===== src/irb_pkg.sv =====
/*
  Shared constants for the interrupt response sequencer and the address-break
  comparator. Assumes one 50 MHz clock where one CPU state is one clock cycle.
*/
package irb_pkg;
  localparam int unsigned CLK_MHZ       = 50;
  localparam int unsigned STATE_NS      = 20;
  localparam int unsigned STATE_CYC     = (STATE_NS * CLK_MHZ + 999) / 1000;
  // stage lengths in states
  localparam logic [4:0]  PRIO_EXT_ST   = 5'h03;
  localparam logic [4:0]  PRIO_INT_ST   = 5'h02;
  localparam logic [4:0]  WAIT_MAX_ST   = 5'h15;
  localparam logic [4:0]  STACK_ST      = 5'h02;
  localparam logic [4:0]  VECTOR_ST     = 5'h02;
  localparam logic [4:0]  HALF_ST       = 5'h01;
  localparam int unsigned MASK_DLY_ST   = 2;
  // address fields
  localparam int unsigned ADDR_W        = 24;
  localparam int unsigned CMP_LSB       = 1;
  localparam int unsigned NORM_MSB      = 15;
  localparam logic [23:0] BAR_RST       = 24'h000000;
  // source index layout of the request vector, lower index wins
  localparam int unsigned NUM_EXT       = 16;
  localparam int unsigned IDX_NMI       = 0;
  localparam int unsigned IDX_BRK       = 1;
  localparam int unsigned IDX_EXT0      = 2;
  localparam int unsigned IDX_KEY       = IDX_EXT0 + NUM_EXT;
  localparam int unsigned IDX_INT0      = IDX_KEY + 1;
  localparam logic [4:0]  SRC_NONE      = 5'h1F;

  typedef enum logic [3:0] {
    IRB_IDLE   = 4'h0,
    IRB_PRIO   = 4'h1,
    IRB_WAIT   = 4'h2,
    IRB_FETCH1 = 4'h3,
    IRB_INT1   = 4'h4,
    IRB_STACK  = 4'h5,
    IRB_VECTOR = 4'h6,
    IRB_INT2   = 4'h7,
    IRB_FETCH2 = 4'h8
  } irb_state_t;
endpackage


===== src/irb_intc.sv =====
/*
  Interrupt acceptance and entry sequencer with address-break source.
  Assumes the CPU core reports instruction ends, condition-code instructions and
  block-move progress as one-cycle pulses or levels on the same clock; external
  request, key and non-maskable pins are asynchronous and active low.
*/
module irb_intc #(
  parameter int unsigned NUM_INT = 8
) (
  input  wire logic                         mclk_i,
  input  wire logic                         arst_n_i,
  // cpu progress
  input  wire logic                         insn_end_i,
  input  wire logic                         ccr_insn_end_i,
  input  wire logic                         ccr_i_bit_i,
  input  wire logic                         ccr_ui_bit_i,
  input  wire logic                         blk_byte_busy_i,
  input  wire logic                         blk_word_busy_i,
  input  wire logic                         blk_word_gap_i,
  input  wire logic                         normal_mode_i,
  input  wire logic                         prefetch_i,
  input  wire logic [irb_pkg::ADDR_W-1:0]   fetch_addr_i,
  // break control
  input  wire logic                         bar_wr_i,
  input  wire logic [irb_pkg::ADDR_W-1:0]   bar_data_i,
  input  wire logic                         bie_wr_i,
  input  wire logic                         bie_data_i,
  input  wire logic                         cmf_clr_i,
  // sources
  input  wire logic                         nmi_n_i,
  input  wire logic [irb_pkg::NUM_EXT-1:0]  ext_irq_n_i,
  input  wire logic [irb_pkg::NUM_EXT-1:0]  ext_en_i,
  input  wire logic [irb_pkg::NUM_EXT-1:0]  ext_flag_clr_i,
  input  wire logic                         key_n_i,
  input  wire logic                         key_en_i,
  input  wire logic                         key_flag_clr_i,
  input  wire logic                         vec_mode_i,
  input  wire logic [NUM_INT-1:0]           int_req_i,
  input  wire logic [NUM_INT-1:0]           int_en_i,
  // results
  output logic [irb_pkg::ADDR_W-1:0]        bar_o,
  output logic                              bie_o,
  output logic                              cmf_o,
  output logic [irb_pkg::NUM_EXT-1:0]       ext_flag_o,
  output logic                              key_flag_o,
  output logic                              i_mask_o,
  output logic                              ui_mask_o,
  output logic [3:0]                        state_o,
  output logic                              accept_o,
  output logic [4:0]                        src_o,
  output logic                              save_next_pc_o,
  output logic [4:0]                        wait_states_o,
  output logic                              handler_start_o
);
  import irb_pkg::*;

  localparam int unsigned NSRC = IDX_INT0 + NUM_INT;

  // elaboration check: every source index must stay below the none code
  if (NUM_INT < 1 || NSRC > 31) begin : g_bad_num_int
    $error("irb_intc: NUM_INT out of range");
  end

  // lowest set index wins the fixed default order
  function automatic logic [4:0] pick(input logic [NSRC-1:0] req);
    logic [4:0] w;
    w = SRC_NONE;
    for (int k = NSRC - 1; k >= 0; k--) begin
      if (req[k]) begin
        w = 5'(k);
      end
    end
    return w;
  endfunction

  function automatic logic [4:0] prio_len(input logic [4:0] s);
    logic internal;
    internal = (s == 5'(IDX_BRK)) || (s >= 5'(IDX_INT0));
    return internal ? PRIO_INT_ST : PRIO_EXT_ST;
  endfunction

  irb_state_t                state_q;
  logic [4:0]                cnt_q;
  logic [4:0]                src_q;
  logic                      accept_q;
  logic                      save_next_q;
  logic [4:0]                wait_q;
  logic                      start_q;
  logic [NUM_EXT+1:0]        sync1_q;
  logic [NUM_EXT+1:0]        sync2_q;
  logic [NUM_EXT+1:0]        prev_q;
  logic [NUM_EXT-1:0]        ext_flag_q;
  logic                      key_flag_q;
  logic [NUM_EXT-1:0]        ext_en_q;
  logic                      key_en_q;
  logic [NUM_INT-1:0]        int_en_q;
  logic                      nmi_pend_q;
  logic                      brk_pend_q;
  logic                      holdoff_q;
  logic [MASK_DLY_ST-1:0]    i_pipe_q;
  logic [MASK_DLY_ST-1:0]    ui_pipe_q;
  logic                      i_mask_q;
  logic                      ui_mask_q;
  logic                      brk_req;
  logic [NUM_EXT+1:0]        seen;
  logic [NSRC-1:0]           req_vec;
  logic [4:0]                winner;
  logic                      accept_ok;
  logic                      nmi_fall;

  irb_brk_cmp u_brk (
    .mclk_i        (mclk_i),
    .arst_n_i      (arst_n_i),
    .bar_wr_i      (bar_wr_i),
    .bar_data_i    (bar_data_i),
    .bie_wr_i      (bie_wr_i),
    .bie_data_i    (bie_data_i),
    .cmf_clr_i     (cmf_clr_i),
    .normal_mode_i (normal_mode_i),
    .prefetch_i    (prefetch_i),
    .fetch_addr_i  (fetch_addr_i),
    .bar_o         (bar_o),
    .bie_o         (bie_o),
    .cmf_o         (cmf_o),
    .brk_req_o     (brk_req)
  );

  // pin synchronisers; reset high so a pin held low after reset reads as a falling edge
  always_ff @(posedge mclk_i or negedge arst_n_i) begin
    if (!arst_n_i) begin
      sync1_q <= '1;
      sync2_q <= '1;
      prev_q  <= '1;
    end else begin
      sync1_q <= {nmi_n_i, key_n_i, ext_irq_n_i};
      sync2_q <= sync1_q;
      prev_q  <= seen;
    end
  end

  // key level is only observed in the extended vector mode
  assign seen     = {sync2_q[NUM_EXT+1], sync2_q[NUM_EXT] | ~vec_mode_i, sync2_q[NUM_EXT-1:0]};
  assign nmi_fall = prev_q[NUM_EXT+1] & ~seen[NUM_EXT+1];

  // external request flags, falling edge sets, software zero clears, set wins
  generate
    for (genvar g = 0; g < NUM_EXT; g++) begin : g_ext
      always_ff @(posedge mclk_i or negedge arst_n_i) begin
        if (!arst_n_i) begin
          ext_flag_q[g] <= 1'b0;
        end else if (prev_q[g] && !seen[g]) begin
          ext_flag_q[g] <= 1'b1;
        end else if (ext_flag_clr_i[g]) begin
          ext_flag_q[g] <= 1'b0;
        end
      end
    end
  endgenerate

  // key flag, non-maskable and break pending bits
  always_ff @(posedge mclk_i or negedge arst_n_i) begin
    if (!arst_n_i) begin
      key_flag_q <= 1'b0;
      nmi_pend_q <= 1'b0;
      brk_pend_q <= 1'b0;
    end else begin
      if (prev_q[NUM_EXT] && !seen[NUM_EXT]) begin
        key_flag_q <= 1'b1;
      end else if (key_flag_clr_i) begin
        key_flag_q <= 1'b0;
      end
      if (nmi_fall) begin
        nmi_pend_q <= 1'b1;
      end else if (accept_q && src_q == 5'(IDX_NMI)) begin
        nmi_pend_q <= 1'b0;
      end
      if (brk_req) begin
        brk_pend_q <= 1'b1;
      end else if (accept_q && src_q == 5'(IDX_BRK)) begin
        brk_pend_q <= 1'b0;
      end
    end
  end

  // enables are sampled at instruction ends so a clear lands after its instruction
  always_ff @(posedge mclk_i or negedge arst_n_i) begin
    if (!arst_n_i) begin
      ext_en_q <= '0;
      key_en_q <= 1'b0;
      int_en_q <= '0;
    end else if (insn_end_i) begin
      ext_en_q <= ext_en_i;
      key_en_q <= key_en_i;
      int_en_q <= int_en_i;
    end
  end

  // mask bits delayed two states after a condition-code instruction, plus one-insn holdoff
  always_ff @(posedge mclk_i or negedge arst_n_i) begin
    if (!arst_n_i) begin
      i_pipe_q  <= '0;
      ui_pipe_q <= '0;
      i_mask_q  <= 1'b0;
      ui_mask_q <= 1'b0;
      holdoff_q <= 1'b0;
    end else begin
      i_pipe_q  <= {i_pipe_q[MASK_DLY_ST-2:0], ccr_insn_end_i};
      ui_pipe_q <= {ui_pipe_q[MASK_DLY_ST-2:0], ccr_insn_end_i};
      if (i_pipe_q[MASK_DLY_ST-1]) begin
        i_mask_q <= ccr_i_bit_i;
      end else if (start_q) begin
        i_mask_q <= 1'b1;
      end
      if (ui_pipe_q[MASK_DLY_ST-1]) begin
        ui_mask_q <= ccr_ui_bit_i;
      end
      if (ccr_insn_end_i) begin
        holdoff_q <= 1'b1;
      end else if (insn_end_i) begin
        holdoff_q <= 1'b0;
      end
    end
  end

  // request vector; maskable sources gated by their enables and the interrupt mask, never by ui_mask_q
  assign req_vec   = {int_req_i & int_en_q & {NUM_INT{~i_mask_q}},
                      key_flag_q & key_en_q & ~i_mask_q,
                      ext_flag_q & ext_en_q & {NUM_EXT{~i_mask_q}},
                      brk_pend_q,
                      nmi_pend_q};
  assign winner    = pick(req_vec);
  assign accept_ok = !holdoff_q && !ccr_insn_end_i && !blk_byte_busy_i
                   && (!blk_word_busy_i || blk_word_gap_i);

  // entry sequencer
  always_ff @(posedge mclk_i or negedge arst_n_i) begin
    if (!arst_n_i) begin
      state_q     <= IRB_IDLE;
      cnt_q       <= 5'h00;
      src_q       <= SRC_NONE;
      accept_q    <= 1'b0;
      save_next_q <= 1'b0;
      wait_q      <= 5'h00;
      start_q     <= 1'b0;
    end else begin
      accept_q <= 1'b0;
      start_q  <= 1'b0;
      unique case (state_q)
        IRB_IDLE: begin
          if (winner != SRC_NONE) begin
            state_q <= IRB_PRIO;
            cnt_q   <= prio_len(winner) - 5'h01;
          end
        end
        IRB_PRIO: begin
          if (cnt_q != 5'h00) begin
            cnt_q <= cnt_q - 5'h01;
          end else if (winner == SRC_NONE) begin
            state_q <= IRB_IDLE;         // cleared source dropped
          end else if (accept_ok) begin
            state_q     <= IRB_WAIT;
            src_q       <= winner;
            accept_q    <= 1'b1;
            save_next_q <= blk_word_busy_i;
            wait_q      <= 5'h01;
          end
        end
        IRB_WAIT: begin
          if (insn_end_i || blk_word_gap_i) begin
            state_q <= IRB_FETCH1;
            cnt_q   <= HALF_ST - 5'h01;
          end else if (wait_q != WAIT_MAX_ST) begin
            wait_q <= wait_q + 5'h01;
          end
        end
        IRB_FETCH1, IRB_INT1, IRB_STACK, IRB_VECTOR, IRB_INT2: begin
          if (cnt_q != 5'h00) begin
            cnt_q <= cnt_q - 5'h01;
          end else begin
            state_q <= irb_state_t'(state_q + 4'h1);
            unique case (state_q)
              IRB_INT1:   cnt_q <= STACK_ST - 5'h01;
              IRB_STACK:  cnt_q <= VECTOR_ST - 5'h01;
              default:    cnt_q <= HALF_ST - 5'h01;
            endcase
          end
        end
        IRB_FETCH2: begin
          state_q <= IRB_IDLE;
          start_q <= 1'b1;
        end
        default: begin
          state_q <= IRB_IDLE;
        end
      endcase
    end
  end

  assign ext_flag_o      = ext_flag_q;
  assign key_flag_o      = key_flag_q;
  assign i_mask_o        = i_mask_q;
  assign ui_mask_o       = ui_mask_q;
  assign state_o         = state_q;
  assign accept_o        = accept_q;
  assign src_o           = src_q;
  assign save_next_pc_o  = save_next_q;
  assign wait_states_o   = wait_q;
  assign handler_start_o = start_q;
endmodule


===== src/irb_brk_cmp.sv =====
/*
  Address-break comparator with its break address, enable bit and match flag.
  Assumes the prefetch strobe and address come from logic on the same clock.
*/
module irb_brk_cmp (
  input  wire logic                         mclk_i,
  input  wire logic                         arst_n_i,
  input  wire logic                         bar_wr_i,
  input  wire logic [irb_pkg::ADDR_W-1:0]   bar_data_i,
  input  wire logic                         bie_wr_i,
  input  wire logic                         bie_data_i,
  input  wire logic                         cmf_clr_i,
  input  wire logic                         normal_mode_i,
  input  wire logic                         prefetch_i,
  input  wire logic [irb_pkg::ADDR_W-1:0]   fetch_addr_i,
  output logic [irb_pkg::ADDR_W-1:0]        bar_o,
  output logic                              bie_o,
  output logic                              cmf_o,
  output logic                              brk_req_o
);
  import irb_pkg::*;

  logic [ADDR_W-1:0] bar_q;
  logic              bie_q;
  logic              cmf_q;
  logic              brk_req_q;
  logic              hit;
  logic              hi_ok;

  // bit 0 never compared; high byte skipped in normal mode
  assign hi_ok = normal_mode_i
               || (fetch_addr_i[ADDR_W-1:NORM_MSB+1] == bar_q[ADDR_W-1:NORM_MSB+1]);
  assign hit   = bie_q && prefetch_i && hi_ok
               && (fetch_addr_i[NORM_MSB:CMP_LSB] == bar_q[NORM_MSB:CMP_LSB]);

  // break address and enable bit
  always_ff @(posedge mclk_i or negedge arst_n_i) begin
    if (!arst_n_i) begin
      bar_q <= BAR_RST;
      bie_q <= 1'b0;
    end else begin
      if (bar_wr_i) begin
        bar_q <= {bar_data_i[ADDR_W-1:CMP_LSB], 1'b0};
      end
      if (bie_wr_i) begin
        bie_q <= bie_data_i;
      end
    end
  end

  // match flag and one-cycle request, set beats clear
  always_ff @(posedge mclk_i or negedge arst_n_i) begin
    if (!arst_n_i) begin
      cmf_q     <= 1'b0;
      brk_req_q <= 1'b0;
    end else begin
      brk_req_q <= hit;
      if (hit) begin
        cmf_q <= 1'b1;
      end else if (cmf_clr_i) begin
        cmf_q <= 1'b0;
      end
    end
  end

  assign bar_o     = bar_q;
  assign bie_o     = bie_q;
  assign cmf_o     = cmf_q;
  assign brk_req_o = brk_req_q;
endmodule


===== config.mk =====
export PLATFORM = sky130hd
export DESIGN_NAME = irb_intc
export DESIGN_NICKNAME = d
export VERILOG_FILES = /design/src/irb_pkg.sv /design/src/irb_intc.sv /design/src/irb_brk_cmp.sv
export SDC_FILE = /design/constraint.sdc
export NUM_CORES = 1
export LEC_CHECK = 0
export BUFFER_PORTS_ARGS = -buffer_cell sky130_fd_sc_hd__buf_2
export CAP_MARGIN = 10
export CORE_AREA = 2 2 114 116
export DETAILED_ROUTE_END_ITERATION = 16
export DIE_AREA = 0 0 116 118
export GPL_TIMING_DRIVEN = 1
export HOLD_SLACK_MARGIN = 0.1
export PLACE_DENSITY_LB_ADDON = 0.05
export SETUP_SLACK_MARGIN = 0.02
export SYNTH_ARGS = -nofsm -noshare
export SYNTH_HDL_FRONTEND = slang
export SYNTH_SLANG_ARGS = --single-unit

===== constraint.sdc =====
create_clock -name mclk_i -period 3.4 [get_ports mclk_i]
set_clock_uncertainty 0.1 [all_clocks]
set_input_delay 0.34 -clock mclk_i [delete_from_list [all_inputs] [get_ports mclk_i]]
set_output_delay 0.34 -clock mclk_i [all_outputs]
set_load 0.05 [all_outputs]

==> run summary <==
After routing, the total negative slack on setup checks comes to 0 ns. The overall track demand over capacity in global routing is ~24%. STA classifies the critical path endpoint as a register.

The minimum setup slack in the final design came out at 0.565 ns. The number of synthesis warnings is 0. The worst setup path startpoint is ext_flag_o[3]$_DFFE_PN0P_. The standard cell core area came out at 12,400 µm².

Before CTS, the worst setup slack after placement is 0.619 ns. For this configuration, the core starts out at a cell density of roughly half. In the layout the commonest cells are 189 x buf_2, 94 x dlygate4sd3_1, 92 x dfrtp_1, 59 x dfstp_2, 50 x mux2_2. The number of placed I/O pins is 194. The depth of the worst register-to-register path is 7. Summing all non-filler instances in the final layout gives an area of 8960 µm². The async set-or-reset flop fraction in the synthesized netlist is 100%. Cells with a size suffix above 1 make up 42.6% of the layout. The placed instance area is 7410 µm². Headroom to the max-slew limit came out at 51.5%. The peak ir drop on the vdd network is 395 µV. Setup violations remaining at the end of the flow were counted as 0. The kind of critical path is register to register. Max-cap violations in this run came to 0.

The hold path depth came out at 4. The detailed-router iteration count before antenna repair is 4. The number of nets handed over by synthesis was 643. The total power divided by cell area came out at 643 nW/µm². The post-synthesis instance area came out at ~6200 µm².

The pin count of the biggest net entering global routing is 79. The insertion delay of the later-clocked pin in the worst-skew pair came out at approximately 0.43 ns. The number of hold-slack violations in the final timing report is 0.

Once detailed placement completed, the half-perimeter wirelength came to 10,400 µm. The CTS tree is yes. The first global-routing pass estimated 25,500 µm of wire. Among all flip-flop cells after synthesis, the most frequent one is dfrtp_1. The CTS buffer count is 17. The post-route minimum period came out at 2.83 ns.

The final antenna-violating net count is 0. The post-synthesis cell type count is 60. The die footprint came out at 13,700 µm².

The worst register-to-register path begins at ext_flag_o[3]$_DFFE_PN0P_. In this run, the number of DRC markers left after iteration 0 of detailed routing was 254. The path class of the tightest hold or removal check is primary input to register.

The detailed-route wire length came out at 15,500 µm. The maximum frequency from static timing analysis came out at 0.353 GHz. The run finished with clean final reports. The worst setup path is launched from a register.

Along the worst path, the maximum fanout reaches 10. In this run the worst setup path terminates at wait_states_o[3]$_DFFE_PN0P_. The number of port buffers is 190. The number of gates resized after CTS is 0. The number of global-route vias before repair is 5,309. The number of max-slew violations in the final report was 0. The initial antenna violation count came out at 3.

The number of enable flip-flop cells after synthesis is 0. The endpoint of the most critical register-to-register path is wait_states_o[3]$_DFFE_PN0P_. The data arrival time of the critical path came out at 3.04 ns. The floorplan has 41 rows. For this run, the share of the core covered by cells in the final layout is between 70% and 80%. The residual DRC count is 0. The H-tree depth is 4. The sequential share of the synthesized area came out at 61.8%. The tree is rooted in a clkbuf_16. The library cell used most frequently in the layout, excluding fill and tap cells, is buf_2. Summing over every cut layer, the via total after detailed routing is 4,998. The area overhead of the layout relative to synthesis is 43.8%. The reported leakage power is 4.19 nW. After layout, the worst path uses 83.4% of the clock period.

Dividing the synthesized area by the synthesized cell count gives about 12 µm². The residual overflow from global routing is 0. The cell count after synthesis came out at 504. Setup repair after global routing left no endpoint under its margin. Routability-driven placement finished with a final weighted congestion of approximately 0.88. The average detailed-routed wire length per instance came out at approximately 16 µm. The internal reg-to-reg setup slack is 0.57 ns. The deepest clock path buffer count came out at 2. The number of nets in the final layout came out at roughly 940. For the pin with the worst max-slew slack, the measured transition is 0.721 ns. The average via count per standard cell came out at 5.05. From left edge to right edge, the die measures 116 µm. The required time of the worst setup path came out at ~3.6 ns. The clock slew at the register clock pins of the worst setup and hold paths is about 0.06 ns. The flip-flop and latch count after synthesis is 151. CTS saw approximately 150 sinks. In this run the vertical extent of the chip is 118 µm.
-- cells in the mapped netlist (4+ instances only) --
cell type  instances  share of area (%)
a21o_1             4               0.48
a21oi_1           21                1.7
a22oi_1            8               0.96
a31oi_1            5               0.50
clkbuf_1           6               0.36
dfrtp_1           92                 37
dfstp_2           59                 25
ha_1               7                1.4
inv_1             45                2.7
mux2_2            50                9.0
nand2_1           37                2.2
nand3_1           11               0.88
nand4_1            4               0.40
nor2_1            17                1.0
nor3_1             7               0.56
nor3b_1            4               0.48
nor4_1             8               0.80
o21ai_0           16                1.3
o22ai_1           20                2.0
o31ai_1            4               0.48
xor2_1            23                3.2
-- layout make-up --
type	instances	area (µm²)
sequential	151	3850
fill	892	3450
multi-input combinational	298	2170
timing repair buffer	290	1940
clock buffer	19	443
tap	172	215
clock inverter	13	169
inverter	45	169
antenna	1	2.50
-- sequential cells by signal, indices dropped and copies added, names as in the netlist, 4 cells and up --
| signal | count |
|---|---|
| cnt_q | 5 |
| ext_en_q | 16 |
| ext_flag_o | 16 |
| int_en_q | 8 |
| prev_q | 18 |
| src_o | 5 |
| state_o | 4 |
| sync1_q | 18 |
| sync2_q | 18 |
| u_brk.bar_o | 23 |
| wait_states_o | 5 |
-- logic make-up (layout without fill, tap and decap cells) --
logic type	Yosys count	in the layout	synth area share, %
adder cells (fa/ha/maj)	7	7	1.41
XOR/XNOR	24	24	3.37
AND/OR/NAND/NOR	105	105	8.51
other	1	2	0.0602
buffers and inverters	55	367	3.39
multiplexers	52	52	9.52
AO/OA/AOI/OAI	109	109	11.9
flip-flops	151	151	61.8
-- what timing repair did --
action,in CTS,in global routing
hold buffers,94,0
buffers inserted,0,0
hold endpoints to repair,126,0
-- power breakdown --
| part | switching (W) | internal (W) |
|---|---|---|
| sequential | 0.000178 | 0.00201 |
| combinational | 0.000991 | 0.000642 |
| clock | 0.000756 | 0.00118 |
| total | 0.00192 | 0.00384 |
-- how the worst min path moves through the flow --
stage | slack [ns] | end | start
2_1_floorplan | -0.06 | accept_o$_DFF_PN0_ | arst_n_i
3_3_place_gp | 0.24 | i_pipe_q[1]$_DFF_PN0_ | ui_pipe_q[0]$_DFF_PN0_
3_5_place_dp | 0.25 | i_pipe_q[1]$_DFF_PN0_ | ui_pipe_q[0]$_DFF_PN0_
4_1_cts | 0.20 | accept_o$_DFF_PN0_ | blk_byte_busy_i
5_1_grt | 0.23 | accept_o$_DFF_PN0_ | blk_byte_busy_i
6_report | 0.22 | accept_o$_DFF_PN0_ | blk_byte_busy_i
-- critical path, stage by stage, from the launching register on --
cell      delay [ns]
dfrtp_1         0.44
a22oi_2         0.28
a21oi_1         0.17
nor4_1          0.67
a21oi_1         0.19
o211ai_1        0.57
or4_1           0.21
nand3_1         0.08
-- per-layer routing --
layer / vias to the layer above / part of all wire (%) / track usage, %
li1: 2399 / - / -
met4: 2 / 1.8 / 7.74
met5: - / 0.045 / 0
met2: 149 / 51 / 40.7
met1: 2421 / 41 / 29.5
met3: 27 / 6.1 / 7.00
-- metrics by stage --
stage | total power, W | cells | hold slack [ns]
after global placement | 0.00371 | 862 | 0.235
after CTS | 0.00579 | 988 | 0.199
after detailed placement | 0.00376 | 862 | 0.247
after floorplan | 0.00330 | 504 | -0.0556
after global routing | 0.00607 | 988 | 0.234
final | 0.00576 | 989 | 0.217
Note: power is estimated with default switching activity, not from simulation.
